<file path="src/design/pdm_status_pkg.sv">
package pdm_status_pkg;

  // ----------------------------------------------------------------
  // register pages and offsets
  // ----------------------------------------------------------------
  localparam logic [7:0] PAGE_MAIN   = 8'h00;
  localparam logic [7:0] PAGE_VOICE  = 8'h01;
  localparam logic [7:0] OFS_PAGE    = 8'h00;
  localparam logic [7:0] OFS_SLEEP   = 8'h02;
  localparam logic [7:0] OFS_CH_EN   = 8'h73;
  localparam logic [7:0] OFS_PWR     = 8'h75;
  localparam logic [7:0] OFS_STS0    = 8'h76;
  localparam logic [7:0] OFS_STS1    = 8'h77;
  localparam logic [7:0] OFS_CKSUM   = 8'h7e;
  localparam logic [7:0] OFS_VCFG1   = 8'h1e;
  localparam logic [7:0] OFS_VCFG2   = 8'h1f;

  // ----------------------------------------------------------------
  // reset values
  // ----------------------------------------------------------------
  localparam logic [7:0] RST_PAGE    = 8'h00;
  localparam logic [7:0] RST_SLEEP   = 8'h01;
  localparam logic [7:0] RST_CH_EN   = 8'hc0;
  localparam logic [7:0] RST_PWR     = 8'h00;
  localparam logic [7:0] RST_STS0    = 8'h00;
  localparam logic [7:0] RST_STS1    = 8'h80;
  localparam logic [7:0] RST_CKSUM   = 8'h00;
  localparam logic [7:0] RST_VCFG1   = 8'h20;
  localparam logic [7:0] RST_VCFG2   = 8'h08;

  // ----------------------------------------------------------------
  // field positions
  // ----------------------------------------------------------------
  localparam int STS0_CH1_BIT    = 7;
  localparam int STS0_CH2_BIT    = 6;
  localparam int STS1_MODE_LSB   = 5;
  localparam int PWR_MICBIAS_BIT = 7;
  localparam int PWR_ADC_BIT     = 6;
  localparam int PWR_PLL_BIT     = 5;
  localparam int PWR_VAD_BIT     = 0;
  localparam int CH_EN_LSB       = 4;
  localparam int VCFG2_IRQ_BIT   = 6;
  localparam int VCFG2_REC_BIT   = 3;
  localparam int SLEEP_BIT       = 0;

  // ----------------------------------------------------------------
  // codes and timing
  // ----------------------------------------------------------------
  localparam logic [2:0] MODE_SLEEP    = 3'h4;
  localparam logic [2:0] MODE_IDLE     = 3'h6;
  localparam logic [2:0] MODE_ACTIVE   = 3'h7;
  localparam logic [1:0] POL_USER      = 2'h0;
  localparam logic [1:0] POL_AUTO      = 2'h1;
  localparam logic [1:0] POL_AUTO_UP   = 2'h2;
  localparam logic [1:0] POL_AUTO_DOWN = 2'h3;
  localparam logic [1:0] CLOCK_SOURCE_CONFIG_OSC   = 2'h0;
  localparam logic [1:0] CLOCK_SOURCE_CONFIG_BIT   = 2'h1;
  localparam logic [1:0] CLOCK_SOURCE_CONFIG_MAIN  = 2'h2;
  localparam logic [1:0] CLOCK_SOURCE_CONFIG_CUSTOM = 2'h3;
  localparam int         NUM_CH        = 4;
  localparam int         SETTLE_CYCLES = 4;

  // ----------------------------------------------------------------
  // types
  // ----------------------------------------------------------------
  typedef struct packed {
    logic [1:0] policy;
    logic [1:0] chan;
    logic [1:0] clock_source_config;
    logic [1:0] ext_rate;
  } detect_cfg_t;

  typedef struct packed {
    logic micbias;
    logic adc;
    logic pll;
    logic voice_detect_enable;
  } power_cfg_t;

  typedef enum logic [8:0] {
    ST_IDLE  = 9'h001,
    ST_ADDR  = 9'h002,
    ST_AACK  = 9'h004,
    ST_REG   = 9'h008,
    ST_PACK  = 9'h010,
    ST_WDATA = 9'h020,
    ST_WACK  = 9'h040,
    ST_RDATA = 9'h080,
    ST_MACK  = 9'h100
  } bus_state_t;

endpackage : pdm_status_pkg

</file>
<file path="src/design/pdm_status_regs.sv">
`timescale 1ns/1ps
// Behaviour
// - status register zero bit 7 shows channel one powered, reset 0
// - status register zero bit 6 shows channel two powered, reset 0
// - status register one bits 7-5 hold mode, reset 4 meaning sleep
// - active with every channel off reads mode 6
// - active with any channel on reads mode 7
// - eight-bit checksum at 0x7E; a write loads the written value
// - every write to any other register on any page updates checksum
// - page select register at offset zero, reset 0, picks the page
// - all eight page bits select pages 0 through 255 directly
// - auto power policy field bits 7-6 decodes user or event control
// - bits 5-4 choose the monitored channel, reset selects channel 3
// - bits 3-2 choose oscillator, bit clock or master clock
// - clock select 3 hands detection clock to main clocking setup
// - bits 1-0 give external detection clock rate, 3.072 to 18.432 MHz
// - second detection register at page one 0x1F, reset 0x08
// - detection runs only while power register bit 0 is set
// - power bit 6 powers enabled channels up while sleep bit is clear, clearing powers all down
// - data pin carries detection interrupt when enabled and not recording
module pdm_status_regs
  import pdm_status_pkg::*;
#(
  parameter logic [6:0] DEV_ADDR = 7'h40
) (
  input  wire logic       CLOCK,
  input  wire logic       NRST,
  input  wire logic       CE,
  input  wire logic       SCL,
  input  wire logic       SDA_IN,
  output logic            SDA_OUT,
  output logic            SDA_OE,
  input  wire logic       VOICE_START,
  input  wire logic       VOICE_END,
  output logic            DATA_IRQ_OUT,
  output logic            DATA_IRQ_OE,
  output logic [3:0]      CH_POWERED,
  output logic            DETECT_ENABLE,
  output logic [1:0]      DETECT_CHANNEL,
  output logic [1:0]      DETECT_CLK_SOURCE,
  output logic            DETECT_CLK_CUSTOM,
  output logic [1:0]      DETECT_EXT_RATE,
  output logic            DETECT_DURING_REC,
  output logic            MICBIAS_ON,
  output logic            PLL_ON
);

  // ----------------------------------------------------------------
  // decode helper
  // ----------------------------------------------------------------
  function automatic logic at(input logic [7:0] pg, input logic [7:0] ofs,
                              input logic [7:0] want_pg, input logic [7:0] want_ofs);
    at = (pg == want_pg) && (ofs == want_ofs);
  endfunction : at

  // ----------------------------------------------------------------
  // control bus engine
  // ----------------------------------------------------------------
  bus_state_t st_q;
  bus_state_t st_d;
  logic [2:0] cnt_q;
  logic [2:0] cnt_d;
  logic [7:0] shf_q;
  logic [7:0] shf_d;
  logic [7:0] ptr_q;
  logic [7:0] ptr_d;
  logic       oe_q;
  logic       oe_d;
  logic       scl_q;
  logic       sda_q;
  logic       rise;
  logic       fall;
  logic       start;
  logic       stop;
  logic [7:0] byte_in;
  logic       wr_stb;
  logic [7:0] rd_byte;

  // register state, declared early for the read mux
  logic [7:0]  page_q;
  logic [7:0]  page_d;
  logic        sleep_q;
  logic        sleep_d;
  logic [3:0]  ch_en_q;
  logic [3:0]  ch_en_d;
  power_cfg_t  pwr_q;
  power_cfg_t  pwr_d;
  detect_cfg_t vcfg_q;
  detect_cfg_t vcfg_d;
  logic        irq_mode_q;
  logic        irq_mode_d;
  logic        rec_det_q;
  logic        rec_det_d;
  logic [7:0]  cksum_q;
  logic [7:0]  cksum_d;
  logic        voice_q;
  logic        voice_d;
  logic        irq_oe_q;
  logic        irq_oe_d;
  logic        irq_out_q;
  logic        irq_out_d;
  logic        custom_q;
  logic        custom_d;
  logic [3:0]  ch_target;
  logic [3:0]  ch_powered;
  logic [2:0]  mode_state_field;

  // scl and sda are taken as synchronous, so one stage of history suffices
  always_comb begin
    rise    = !scl_q && SCL;
    fall    = scl_q && !SCL;
    start   = scl_q && SCL && sda_q && !SDA_IN;
    stop    = scl_q && SCL && !sda_q && SDA_IN;
    byte_in = {shf_q[6:0], SDA_IN};
  end

  always_comb begin
    st_d   = st_q;
    cnt_d  = cnt_q;
    shf_d  = shf_q;
    ptr_d  = ptr_q;
    oe_d   = oe_q;
    wr_stb = 1'b0;
    if (stop) begin
      st_d = ST_IDLE;
      oe_d = 1'b0;
    end else if (start) begin
      st_d  = ST_ADDR;
      cnt_d = 3'h0;
      oe_d  = 1'b0;
    end else begin
      case (st_q)
        ST_IDLE: begin
          st_d = ST_IDLE;
        end
        ST_ADDR, ST_REG, ST_WDATA: begin
          if (rise) begin
            shf_d = byte_in;
            cnt_d = cnt_q + 3'h1;
            if (cnt_q == 3'h7) begin
              if (st_q == ST_ADDR) begin
                st_d = (shf_q[6:0] == DEV_ADDR) ? ST_AACK : ST_IDLE;
              end else if (st_q == ST_REG) begin
                ptr_d = byte_in;
                st_d  = ST_PACK;
              end else begin
                wr_stb = 1'b1;
                st_d   = ST_WACK;
              end
            end
          end
        end
        ST_AACK, ST_PACK, ST_WACK: begin
          // first fall drives the ack low, second fall releases it, or after a read address drives data bit 7
          if (fall) begin
            if (!oe_q) begin
              oe_d = 1'b1;
            end else begin
              oe_d  = 1'b0;
              cnt_d = 3'h0;
              if (st_q == ST_WACK) begin
                ptr_d = ptr_q + 8'h01;
                st_d  = ST_WDATA;
              end else if (st_q == ST_PACK) begin
                st_d = ST_WDATA;
              end else if (shf_q[0]) begin
                shf_d = rd_byte;
                oe_d  = !rd_byte[7];
                st_d  = ST_RDATA;
              end else begin
                st_d = ST_REG;
              end
            end
          end
        end
        ST_RDATA: begin
          if (rise) begin
            cnt_d = cnt_q + 3'h1;
            if (cnt_q == 3'h7) begin
              st_d = ST_MACK;
            end
          end else if (fall) begin
            shf_d = {shf_q[6:0], 1'b0};
            oe_d  = !shf_q[6];
          end
        end
        ST_MACK: begin
          if (fall) begin
            if (cnt_q == 3'h0 && oe_q == 1'b0 && shf_q == 8'h01) begin
              // controller acked: next byte from the advanced pointer
              shf_d = rd_byte;
              oe_d  = !rd_byte[7];
              st_d  = ST_RDATA;
            end else begin
              oe_d = 1'b0;
            end
          end else if (rise) begin
            if (!SDA_IN) begin
              ptr_d = ptr_q + 8'h01;
              shf_d = 8'h01;
            end else begin
              st_d = ST_IDLE;
            end
          end
        end
        default: begin
          st_d = ST_IDLE;
          oe_d = 1'b0;
        end
      endcase
    end
  end

  always_ff @(posedge CLOCK or negedge NRST) begin
    if (!NRST) begin
      st_q  <= ST_IDLE;
      cnt_q <= 3'h0;
      shf_q <= 8'h00;
      ptr_q <= 8'h00;
      oe_q  <= 1'b0;
      scl_q <= 1'b1;
      sda_q <= 1'b1;
    end else if (CE) begin
      st_q  <= st_d;
      cnt_q <= cnt_d;
      shf_q <= shf_d;
      ptr_q <= ptr_d;
      oe_q  <= oe_d;
      scl_q <= SCL;
      sda_q <= SDA_IN;
    end
  end

  // open drain: only ever pulls low
  assign SDA_OUT = 1'b0;
  assign SDA_OE  = oe_q;

  // ----------------------------------------------------------------
  // read mux
  // ----------------------------------------------------------------
  always_comb begin
    rd_byte = 8'h00;
    if (ptr_q == OFS_PAGE) begin
      rd_byte = page_q;
    end else if (at(page_q, ptr_q, PAGE_MAIN, OFS_SLEEP)) begin
      rd_byte[SLEEP_BIT] = sleep_q;
    end else if (at(page_q, ptr_q, PAGE_MAIN, OFS_CH_EN)) begin
      rd_byte[CH_EN_LSB +: 4] = ch_en_q;
    end else if (at(page_q, ptr_q, PAGE_MAIN, OFS_PWR)) begin
      rd_byte[PWR_MICBIAS_BIT] = pwr_q.micbias;
      rd_byte[PWR_ADC_BIT]     = pwr_q.adc;
      rd_byte[PWR_PLL_BIT]     = pwr_q.pll;
      rd_byte[PWR_VAD_BIT]     = pwr_q.voice_detect_enable;
    end else if (at(page_q, ptr_q, PAGE_MAIN, OFS_STS0)) begin
      rd_byte[STS0_CH1_BIT] = ch_powered[0];
      rd_byte[STS0_CH2_BIT] = ch_powered[1];
    end else if (at(page_q, ptr_q, PAGE_MAIN, OFS_STS1)) begin
      rd_byte[STS1_MODE_LSB +: 3] = mode_state_field;
    end else if (at(page_q, ptr_q, PAGE_MAIN, OFS_CKSUM)) begin
      rd_byte = cksum_q;
    end else if (at(page_q, ptr_q, PAGE_VOICE, OFS_VCFG1)) begin
      rd_byte = vcfg_q;
    end else if (at(page_q, ptr_q, PAGE_VOICE, OFS_VCFG2)) begin
      rd_byte[VCFG2_IRQ_BIT] = irq_mode_q;
      rd_byte[VCFG2_REC_BIT] = rec_det_q;
    end
  end

  // ----------------------------------------------------------------
  // register writes and detection events
  // ----------------------------------------------------------------
  always_comb begin
    page_d     = page_q;
    sleep_d    = sleep_q;
    ch_en_d    = ch_en_q;
    pwr_d      = pwr_q;
    vcfg_d     = vcfg_q;
    irq_mode_d = irq_mode_q;
    rec_det_d  = rec_det_q;
    cksum_d    = cksum_q;
    voice_d    = voice_q;
    if (wr_stb) begin
      if (ptr_q == OFS_PAGE) begin
        page_d = byte_in;
      end
      if (at(page_q, ptr_q, PAGE_MAIN, OFS_SLEEP)) begin
        sleep_d = byte_in[SLEEP_BIT];
      end
      if (at(page_q, ptr_q, PAGE_MAIN, OFS_CH_EN)) begin
        ch_en_d = byte_in[CH_EN_LSB +: 4];
      end
      if (at(page_q, ptr_q, PAGE_MAIN, OFS_PWR)) begin
        pwr_d.micbias = byte_in[PWR_MICBIAS_BIT];
        pwr_d.adc     = byte_in[PWR_ADC_BIT];
        pwr_d.pll     = byte_in[PWR_PLL_BIT];
        pwr_d.voice_detect_enable  = byte_in[PWR_VAD_BIT];
      end
      if (at(page_q, ptr_q, PAGE_VOICE, OFS_VCFG1)) begin
        vcfg_d = detect_cfg_t'(byte_in);
      end
      if (at(page_q, ptr_q, PAGE_VOICE, OFS_VCFG2)) begin
        irq_mode_d = byte_in[VCFG2_IRQ_BIT];
        rec_det_d  = byte_in[VCFG2_REC_BIT];
      end
      // status registers have no write path at all
      if (at(page_q, ptr_q, PAGE_MAIN, OFS_CKSUM)) begin
        cksum_d = byte_in;
      end else begin
        cksum_d = cksum_q + byte_in;
      end
    end
    // detector events override a same-cycle host write to the power bit
    if (pwr_q.voice_detect_enable) begin
      if (VOICE_END) begin
        voice_d = 1'b0;
        if (vcfg_q.policy == POL_AUTO || vcfg_q.policy == POL_AUTO_DOWN) begin
          pwr_d.adc = 1'b0;
        end
      end
      if (VOICE_START) begin
        voice_d = 1'b1;
        if (vcfg_q.policy == POL_AUTO || vcfg_q.policy == POL_AUTO_UP) begin
          pwr_d.adc = 1'b1;
        end
      end
    end else begin
      voice_d = 1'b0;
    end
  end

  always_comb begin
    // enable field holds channel one at its msb, status vector at bit 0
    ch_target = (pwr_q.adc && !sleep_q) ?
                {ch_en_q[0], ch_en_q[1], ch_en_q[2], ch_en_q[3]} : 4'h0;
    irq_oe_d  = irq_mode_q && !(|ch_powered);
    irq_out_d = voice_q;
    custom_d  = (vcfg_d.clock_source_config == CLOCK_SOURCE_CONFIG_CUSTOM);
  end

  always_ff @(posedge CLOCK or negedge NRST) begin
    if (!NRST) begin
      page_q     <= RST_PAGE;
      sleep_q    <= RST_SLEEP[SLEEP_BIT];
      ch_en_q    <= RST_CH_EN[CH_EN_LSB +: 4];
      pwr_q      <= '{micbias: RST_PWR[PWR_MICBIAS_BIT], adc: RST_PWR[PWR_ADC_BIT],
                      pll: RST_PWR[PWR_PLL_BIT], voice_detect_enable: RST_PWR[PWR_VAD_BIT]};
      vcfg_q     <= detect_cfg_t'(RST_VCFG1);
      irq_mode_q <= RST_VCFG2[VCFG2_IRQ_BIT];
      rec_det_q  <= RST_VCFG2[VCFG2_REC_BIT];
      cksum_q    <= RST_CKSUM;
      voice_q    <= 1'b0;
      irq_oe_q   <= 1'b0;
      irq_out_q  <= 1'b0;
      custom_q   <= 1'b0;
    end else if (CE) begin
      page_q     <= page_d;
      sleep_q    <= sleep_d;
      ch_en_q    <= ch_en_d;
      pwr_q      <= pwr_d;
      vcfg_q     <= vcfg_d;
      irq_mode_q <= irq_mode_d;
      rec_det_q  <= rec_det_d;
      cksum_q    <= cksum_d;
      voice_q    <= voice_d;
      irq_oe_q   <= irq_oe_d;
      irq_out_q  <= irq_out_d;
      custom_q   <= custom_d;
    end
  end

  // ----------------------------------------------------------------
  // power status tracking
  // ----------------------------------------------------------------
  power_status_track #(
    .N      (NUM_CH),
    .SETTLE (SETTLE_CYCLES)
  ) u_track (
    .clk       (CLOCK),
    .rst_n     (NRST),
    .ce        (CE),
    .sleep     (sleep_q),
    .target    (ch_target),
    .powered_q (ch_powered),
    .mode_q    (mode_state_field)
  );

  // ----------------------------------------------------------------
  // outputs, all straight from flops
  // ----------------------------------------------------------------
  assign CH_POWERED        = ch_powered;
  assign DATA_IRQ_OE       = irq_oe_q;
  assign DATA_IRQ_OUT      = irq_out_q;
  assign DETECT_ENABLE     = pwr_q.voice_detect_enable;
  assign DETECT_CHANNEL    = vcfg_q.chan;
  assign DETECT_CLK_SOURCE = vcfg_q.clock_source_config;
  assign DETECT_CLK_CUSTOM = custom_q;
  assign DETECT_EXT_RATE   = vcfg_q.ext_rate;
  assign DETECT_DURING_REC = rec_det_q;
  assign MICBIAS_ON        = pwr_q.micbias;
  assign PLL_ON            = pwr_q.pll;

endmodule : pdm_status_regs

</file>
<file path="src/design/power_status_track.sv">
`timescale 1ns/1ps
module power_status_track
  import pdm_status_pkg::*;
#(
  parameter int N      = NUM_CH,
  parameter int SETTLE = SETTLE_CYCLES
) (
  input  wire logic         clk,
  input  wire logic         rst_n,
  input  wire logic         ce,
  input  wire logic         sleep,
  input  wire logic [N-1:0] target,
  output logic      [N-1:0] powered_q,
  output logic      [2:0]   mode_q
);

  // ----------------------------------------------------------------
  // settle counter: a channel is reported only after its power settles
  // ----------------------------------------------------------------
  localparam logic [3:0] SETTLE_LAST = 4'(SETTLE - 1);

  logic [3:0]   cnt_q;
  logic [3:0]   cnt_d;
  logic [N-1:0] powered_d;
  logic [2:0]   mode_d;
  logic         take;

  always_comb begin
    take  = (cnt_q == SETTLE_LAST);
    cnt_d = 4'h0;
    if (target != powered_q && !take) begin
      cnt_d = cnt_q + 4'h1;
    end
  end

  genvar i;
  generate
    for (i = 0; i < N; i++) begin : g_ch
      always_comb begin
        powered_d[i] = take ? target[i] : powered_q[i];
      end
    end
  endgenerate

  always_comb begin
    if (sleep) begin
      mode_d = MODE_SLEEP;
    end else if (|powered_d) begin
      mode_d = MODE_ACTIVE;
    end else begin
      mode_d = MODE_IDLE;
    end
  end

  always_ff @(posedge clk or negedge rst_n) begin
    if (!rst_n) begin
      cnt_q     <= 4'h0;
      powered_q <= '0;
      mode_q    <= MODE_SLEEP;
    end else if (ce) begin
      cnt_q     <= cnt_d;
      powered_q <= powered_d;
      mode_q    <= mode_d;
    end
  end

endmodule : power_status_track

</file>
<file path="config.mk">
export PLATFORM = sky130hd
export DESIGN_NAME = pdm_status_regs
export DESIGN_NICKNAME = d
export VERILOG_FILES = /design/src/design/pdm_status_pkg.sv /design/src/design/pdm_status_regs.sv /design/src/design/power_status_track.sv
export SDC_FILE = /design/constraint.sdc
export NUM_CORES = 1
export LEC_CHECK = 0
export ABC_AREA = 0
export BUFFER_PORTS_ARGS = -buffer_cell sky130_fd_sc_hd__buf_2
export CAP_MARGIN = 20
export CORE_UTILIZATION = 60
export CTS_BUF_LIST = sky130_fd_sc_hd__clkbuf_16
export DETAILED_ROUTE_END_ITERATION = 8
export GPL_TIMING_DRIVEN = 0
export PLACE_DENSITY = 0.78
export SYNTH_ARGS = -nofsm -noshare
export SYNTH_HDL_FRONTEND = slang
export SYNTH_SLANG_ARGS = --single-unit
</file>
<file path="constraint.sdc">
create_clock -name CLOCK -period 3 [get_ports CLOCK]
set_input_delay 0.15 -clock CLOCK [delete_from_list [all_inputs] [get_ports CLOCK]]
set_output_delay 0.15 -clock CLOCK [all_outputs]
set_load 0.1 [all_outputs]
</file>
==> results.cfg, run 1 <==
[logic_synthesis]
ys_types = 77
async_flop_share = 1.00
synthesis.nets = 606
synth.cell_area_um2 = 5230
synth_top_area_frac = 0.344
ys_warn_count = 0
synth_area_leaders = dfrtp_1, mux2_2, ha_1
synth-edff-count = 0
synthCells = 578
ys.flop_type = dfrtp_1
avgSynthCellArea_um2 = 9.05
synth.most_common_cell = dfrtp_1
ys_ff_latch = 80
yosysTopAreaCell = dfrtp_1
yosysSeqAreaShare = 0.385
synth_commonest_cells = dfrtp_1, nand2_1, o21ai_0, mux2_2, a21oi_1

[grt]
antenna_found_initial = 0
grt_first_pass_wirelength_mm = 23.4
grt_max_degree = 63
grt_pass1_vias = 4543
track_usage = 0.346
grt-ovfl-total = 0

[placed_design]
gp_congestion = 0.957
port_buffers = 24
place_area_um2 = 5510
post-dp-hpwl_mm = 10.8

[worst_setup_path]
critPathKind = reg -> reg
worstPathRequired_ns = 3.23
worst_setup_path_start_kind = flip-flop
worst-path-max-fanout = 10
crit_path_end_kind = flip-flop
arrival_ns = 3.14

[drt]
drc_errors = 0
first_iter_violations = 307
num_vias = 4725
ant_nets = 0
drtPass1Iterations = 5
wl_per_cell_um = 20.4
avgViaCountPerCell = 6.52
wl_mm = 14.8

[timing]
fmax_ghz = 0.344
finalSetupViolations = 0
maxSlewViolCount = 0
worst_slew_pin_slew_ns = 0.752
max_slew_margin = 0.498
rsz0062_at_grt = no
skew_ns = 0.0104
hold_viol_final = 0
fin_hold_ws_ns = 0.0827
timing.final.crit_share = 0.970
period_minus_slack_ns = 2.91

[cts]
clockBufferDepth = 2
clk_pin_slew_ns = 0.07
cts.htree.levels = 3
numCtsBuffers = 9
cts.sinks = 80
clk_latency_ns = 0.35
cts_tree = done
cts-root-buf = clkbuf_16

[die]
die_w_um = 95.4
core-area_um2 = 8340
die_h_um = 95.4
num_rows = 33
die-area_um2 = 9100
start_util = 0.627
pin_count = 26

[power]
power_switching_uw = 834
intPower_mw = 1.85
p_seq_frac = 0.443
ir_worst_vdd_mv = 0.330
swShare = 0.310
power_leakage_nw = 2.64
p_comb_frac = 0.155
p_clk_frac = 0.402
p_per_area_nw_per_um2 = 458

[run_status]
outcome = finished, final reports clean

[job]
cap_violations = 0

[cells_and_area]
syn_to_final_growth_pct = 12.1
fin_nets = 643
fin_area_um2 = 5860
antenna_cells = 0
drive_gt1_frac = 0.205

[min_path]
hold_class = in -> reg
==> what timing repair did <==
| action | in CTS | in global routing |
|---|---|---|
| endpoints found under the hold margin | 18 | 0 |
| pin swaps | 0 | 3 |
| setup buffers | 0 | 3 |
| hold buffers | 1 | 0 |
| endpoints found under the setup margin | 8 | 36 |
| gates resized for setup | 2 | 7 |
==> routing by layer <==
metal,GRT usage,vias to the layer above,share of wire
met4,0.174,0,0.041
met1,0.457,2305,0.43
met5,0,-,0
met3,0.0590,43,0.059
li1,-,2195,-
met2,0.549,182,0.47
==> worst max-delay path: stages (launching register included) <==
cell and delay [ns]:
dfrtp_1 0.39, or4_1 0.58, or2_2 0.35, nor4_1 0.43, buf_2 0.32, nand2_1 0.34
mux2_2 0.38
==> cell type report <==
cell class,count,area (um2)
Buffer,34,181
Sequential cell,80,2010
Inverter,32,120
Timing Repair Buffer,29,183
Tap cell,105,131
Fill cell,669,2480
Clock inverter,7,61.3
Clock buffer,9,225
Multi-Input combinational cell,429,2950
==> cells in the final DEF, fill, tap and decap left out, types with 12 or more instances in the layout <==
cell type and instances:
dfrtp_1 70, clkbuf_1 15, inv_1 32, nand2_1 63, nor2_1 30, mux2_2 34
a21oi_1 33, buf_2 32, nand3_1 12, o21ai_0 50, ha_1 20, nor3_1 12
==> flip-flops by register name (all words and copies together) (netlist names), 2 cells and up <==
register	flops
DETECT_CHANNEL	2
st_q	9
ptr_q	8
DETECT_CLK_SOURCE	2
u_track.powered_q	4
u_track.cnt_q	4
u_track.mode_q	2
cnt_q	3
ch_en_q	4
vcfg_q	2
page_q	8
DETECT_EXT_RATE	2
shf_q	8
cksum_q	8
==> power by group through the flow <==
stage	Sequential [mW]	Clock [mW]	Combinational [mW]
4_1_cts	1.18	1.09	0.413
2_1_floorplan	1.17	0	0.288
5_1_grt	1.19	1.13	0.464
6_report	1.19	1.08	0.416
3_5_place_dp	1.18	0	0.426
3_3_place_gp	1.18	0	0.409
==> per-stage QoR <==
stage,power (mW),utilization,setup WS [ns],TNS (ns),instances
after floorplan,1.46,-,0.146,0,578
after global placement,1.59,0.657,-0.105,-0.547,707
after detailed placement,1.61,0.661,-0.103,-0.533,708
after CTS,2.68,0.698,0.00506,0,724
after global routing,2.79,0.703,0.000489,0,725
final,2.69,0.703,0.0892,0,725
==> final timing paths <==
path,startpoint,to,slack (ns),cells past startpoint
hold reg to reg,DATA_IRQ_OUT,DATA_IRQ_OUT,0.50,1
min in group asynchronous,NRST,u_track.cnt_q[2],0.22,2
setup / recovery,page_q[4],DETECT_CHANNEL[0],0.09,6
max in group asynchronous,NRST,sleep_q,2.14,3
hold / removal,SCL,scl_q,0.08,3
setup reg to reg,page_q[4],DETECT_CHANNEL[0],0.09,6
==> logic make-up after synthesis <==
family,share of synthesized area
AOI/OAI and AO/OA,0.210
xor gates and xnor gates,0.0134
adders and majority gates,0.0517
buffers and inverters,0.0596
DFF,0.385
muxes,0.0847
other,0.000717
and+or+nand+nor,0.195
No activity file was read; power rests on OpenSTA's default activity.
==> inputs of run 2 (changes only) <==
Settings changed: SYNTH_HIERARCHICAL from default to 1.
==> results.cfg, run 2 <==
[logic_synthesis]
synth_compound_area_frac = 0.183
synth.cell_area_um2 = 5270
ys_warn_count = 6
synthMuxAreaShare = 0.0902
yosysTopAreaCell = dfrtp_1
ys_ff_latch = 80
synth-edff-count = 0
async_flop_share = 1.00
synth_top_family_by_area = simple AND/OR/NAND/NOR gates
synth_fa_ha_area_frac = 0.0513
yosys.area_share.simple = 0.210
synth.most_common_cell = dfrtp_1
synthCells = 575
synth_area_leaders = dfrtp_1, ha_1, mux2_1
synth-xor-area-share = 0.0199
avgSynthCellArea_um2 = 9.17
synthesis.nets = 603
ys.flop_type = dfrtp_1
ys_types = 79
yosysSeqAreaShare = 0.382
synth_top_area_frac = 0.342
synth_commonest_cells = dfrtp_1, nand2_1, inv_1, a21oi_1, nor2_1

[timing]
fin_hold_ws_ns = 0.0717
setup_tns_ns = 0
setup_ws_ns = 0.0238
period_minus_slack_ns = 2.98
skew_ns = 0.00985
max_slew_margin = 0.522
hold_viol_final = 0
finalSetupViolations = 0
worst_slew_pin_slew_ns = 0.718
timing.final.crit_share = 0.992
fmax_ghz = 0.336
maxSlewViolCount = 0

[placed_design]
port_buffers = 24
placedCellCount = 705
post-dp-hpwl_mm = 10.2
gp_congestion = 0.929
place_area_um2 = 5560
place_ws_ns = -0.426

[cts]
cts.sinks = 80
cts-root-buf = clkbuf_16
clockBufferDepth = 2
clk_latency_ns = 0.34
cts.htree.levels = 3
cts_tree = done
numCtsBuffers = 9
clk_pin_slew_ns = 0.06

[power]
p_clk_frac = 0.389
p_comb_frac = 0.197
intPower_mw = 2.01
p_seq_frac = 0.413
power_switching_uw = 925
power_leakage_nw = 2.80
power_mw = 2.94
p_per_area_nw_per_um2 = 483
swShare = 0.315
ir_worst_vdd_mv = 0.355

[die]
die_h_um = 95.7
pin_count = 26
die-area_um2 = 9170
num_rows = 33
start_util = 0.632
die_w_um = 95.7
core-area_um2 = 8340

[grt]
grt_first_pass_wirelength_mm = 22.5
antenna_found_initial = 0
track_usage = 0.328
grt_max_degree = 60
grt-ovfl-total = 0
grt_pass1_vias = 4268

[cells_and_area]
fin_nets = 647
syn_to_final_growth_pct = 15.2
mostFrequentLayoutCells = dfrtp_1, nand2_1, inv_1
drive_gt1_frac = 0.192
largest_register = st_q
antenna_cells = 0
fin_area_um2 = 6080
final_cells = 729
largest_reg_flops = 9
fin_util = 0.728
final_common_cell = dfrtp_1

[drt]
avgViaCountPerCell = 6.53
drc_errors = 0
wl_per_cell_um = 20.0
num_vias = 4760
first_iter_violations = 491
wl_mm = 14.6
drtPass1Iterations = 6
ant_nets = 0

[worst_setup_path]
critPathKind = reg -> reg
arrival_ns = 3.20
worst-path-max-fanout = 9
worstPathRequired_ns = 3.22
worst_setup_path_start_kind = flip-flop
crit_path_end_kind = flip-flop

[job]
cap_violations = 0

[run_status]
outcome = finished, final reports clean

[min_path]
hold_class = in -> reg
[run 2: kinds of logic after synthesis]
kind of cell	Yosys count
other cells	2
simple gates	205
buf+inv	74
compound gates	142
flops	80
fa+ha+maj	21
xor+xnor	12
mux	39
[run 2: path summary, 6_finish.rpt]
kind	from	to	slack [ns]	cells after the start
worst min-delay path	SCL	scl_q	0.07	3
max in group asynchronous	NRST	sleep_q	2.12	3
worst min register to register	ch_en_q[2]	ch_en_q[2]	0.51	2
worst max register to register	shf_q[2]	shf_q[1]	0.02	9
min in group asynchronous	NRST	st_q[1]	0.26	2
worst max-delay path	shf_q[2]	shf_q[1]	0.02	9
[run 2: layer usage]
layer / part of all wire / track usage / vias up / routed length (um)
li1: - / - / 2184 / -
met2: 0.45 / 0.495 / 246 / 6590
met3: 0.085 / 0.0442 / 24 / 1230
met5: 0 / 0 / - / 0
met1: 0.44 / 0.483 / 2306 / 6440
met4: 0.020 / 0.116 / 0 / 294
[run 2: worst max-delay path, cell delays in order, from the launching register on]
cell       delay, ns
dfrtp_1         0.40
buf_6           0.16
or4_1           0.58
or4_4           0.57
a21oi_4         0.18
a2bb2oi_4       0.19
o211ai_2        0.13
a21o_1          0.19
buf_6           0.15
mux2_4          0.31
[run 2: layout make-up]
type                            count  area [um2]
Buffer                             37         188
Clock buffer                        9         225
Clock inverter                      7        80.1
Fill cell                         639        2260
Inverter                           35         131
Multi-Input combinational cell    421        3080
Sequential cell                    80        2010
Tap cell                          105         131
Timing Repair Buffer               35         228
[run 2: power by group through the flow]
stage	registers [mW]	logic [mW]	clock network, mW
after floorplan	1.21	0.386	0
after global placement	1.22	0.521	0
after detailed placement	1.23	0.533	0
after CTS	1.21	0.543	1.15
after global routing	1.22	0.644	1.19
final	1.21	0.580	1.14
[run 2: repair_timing]
action                                 4_1_cts  5_1_grt
hold buffers                                 1        0
buffers inserted                             2        7
setup endpoints to repair                   37       38
pin swaps                                    1        3
endpoints found under the hold margin       21        0
gates resized for setup                      9       14
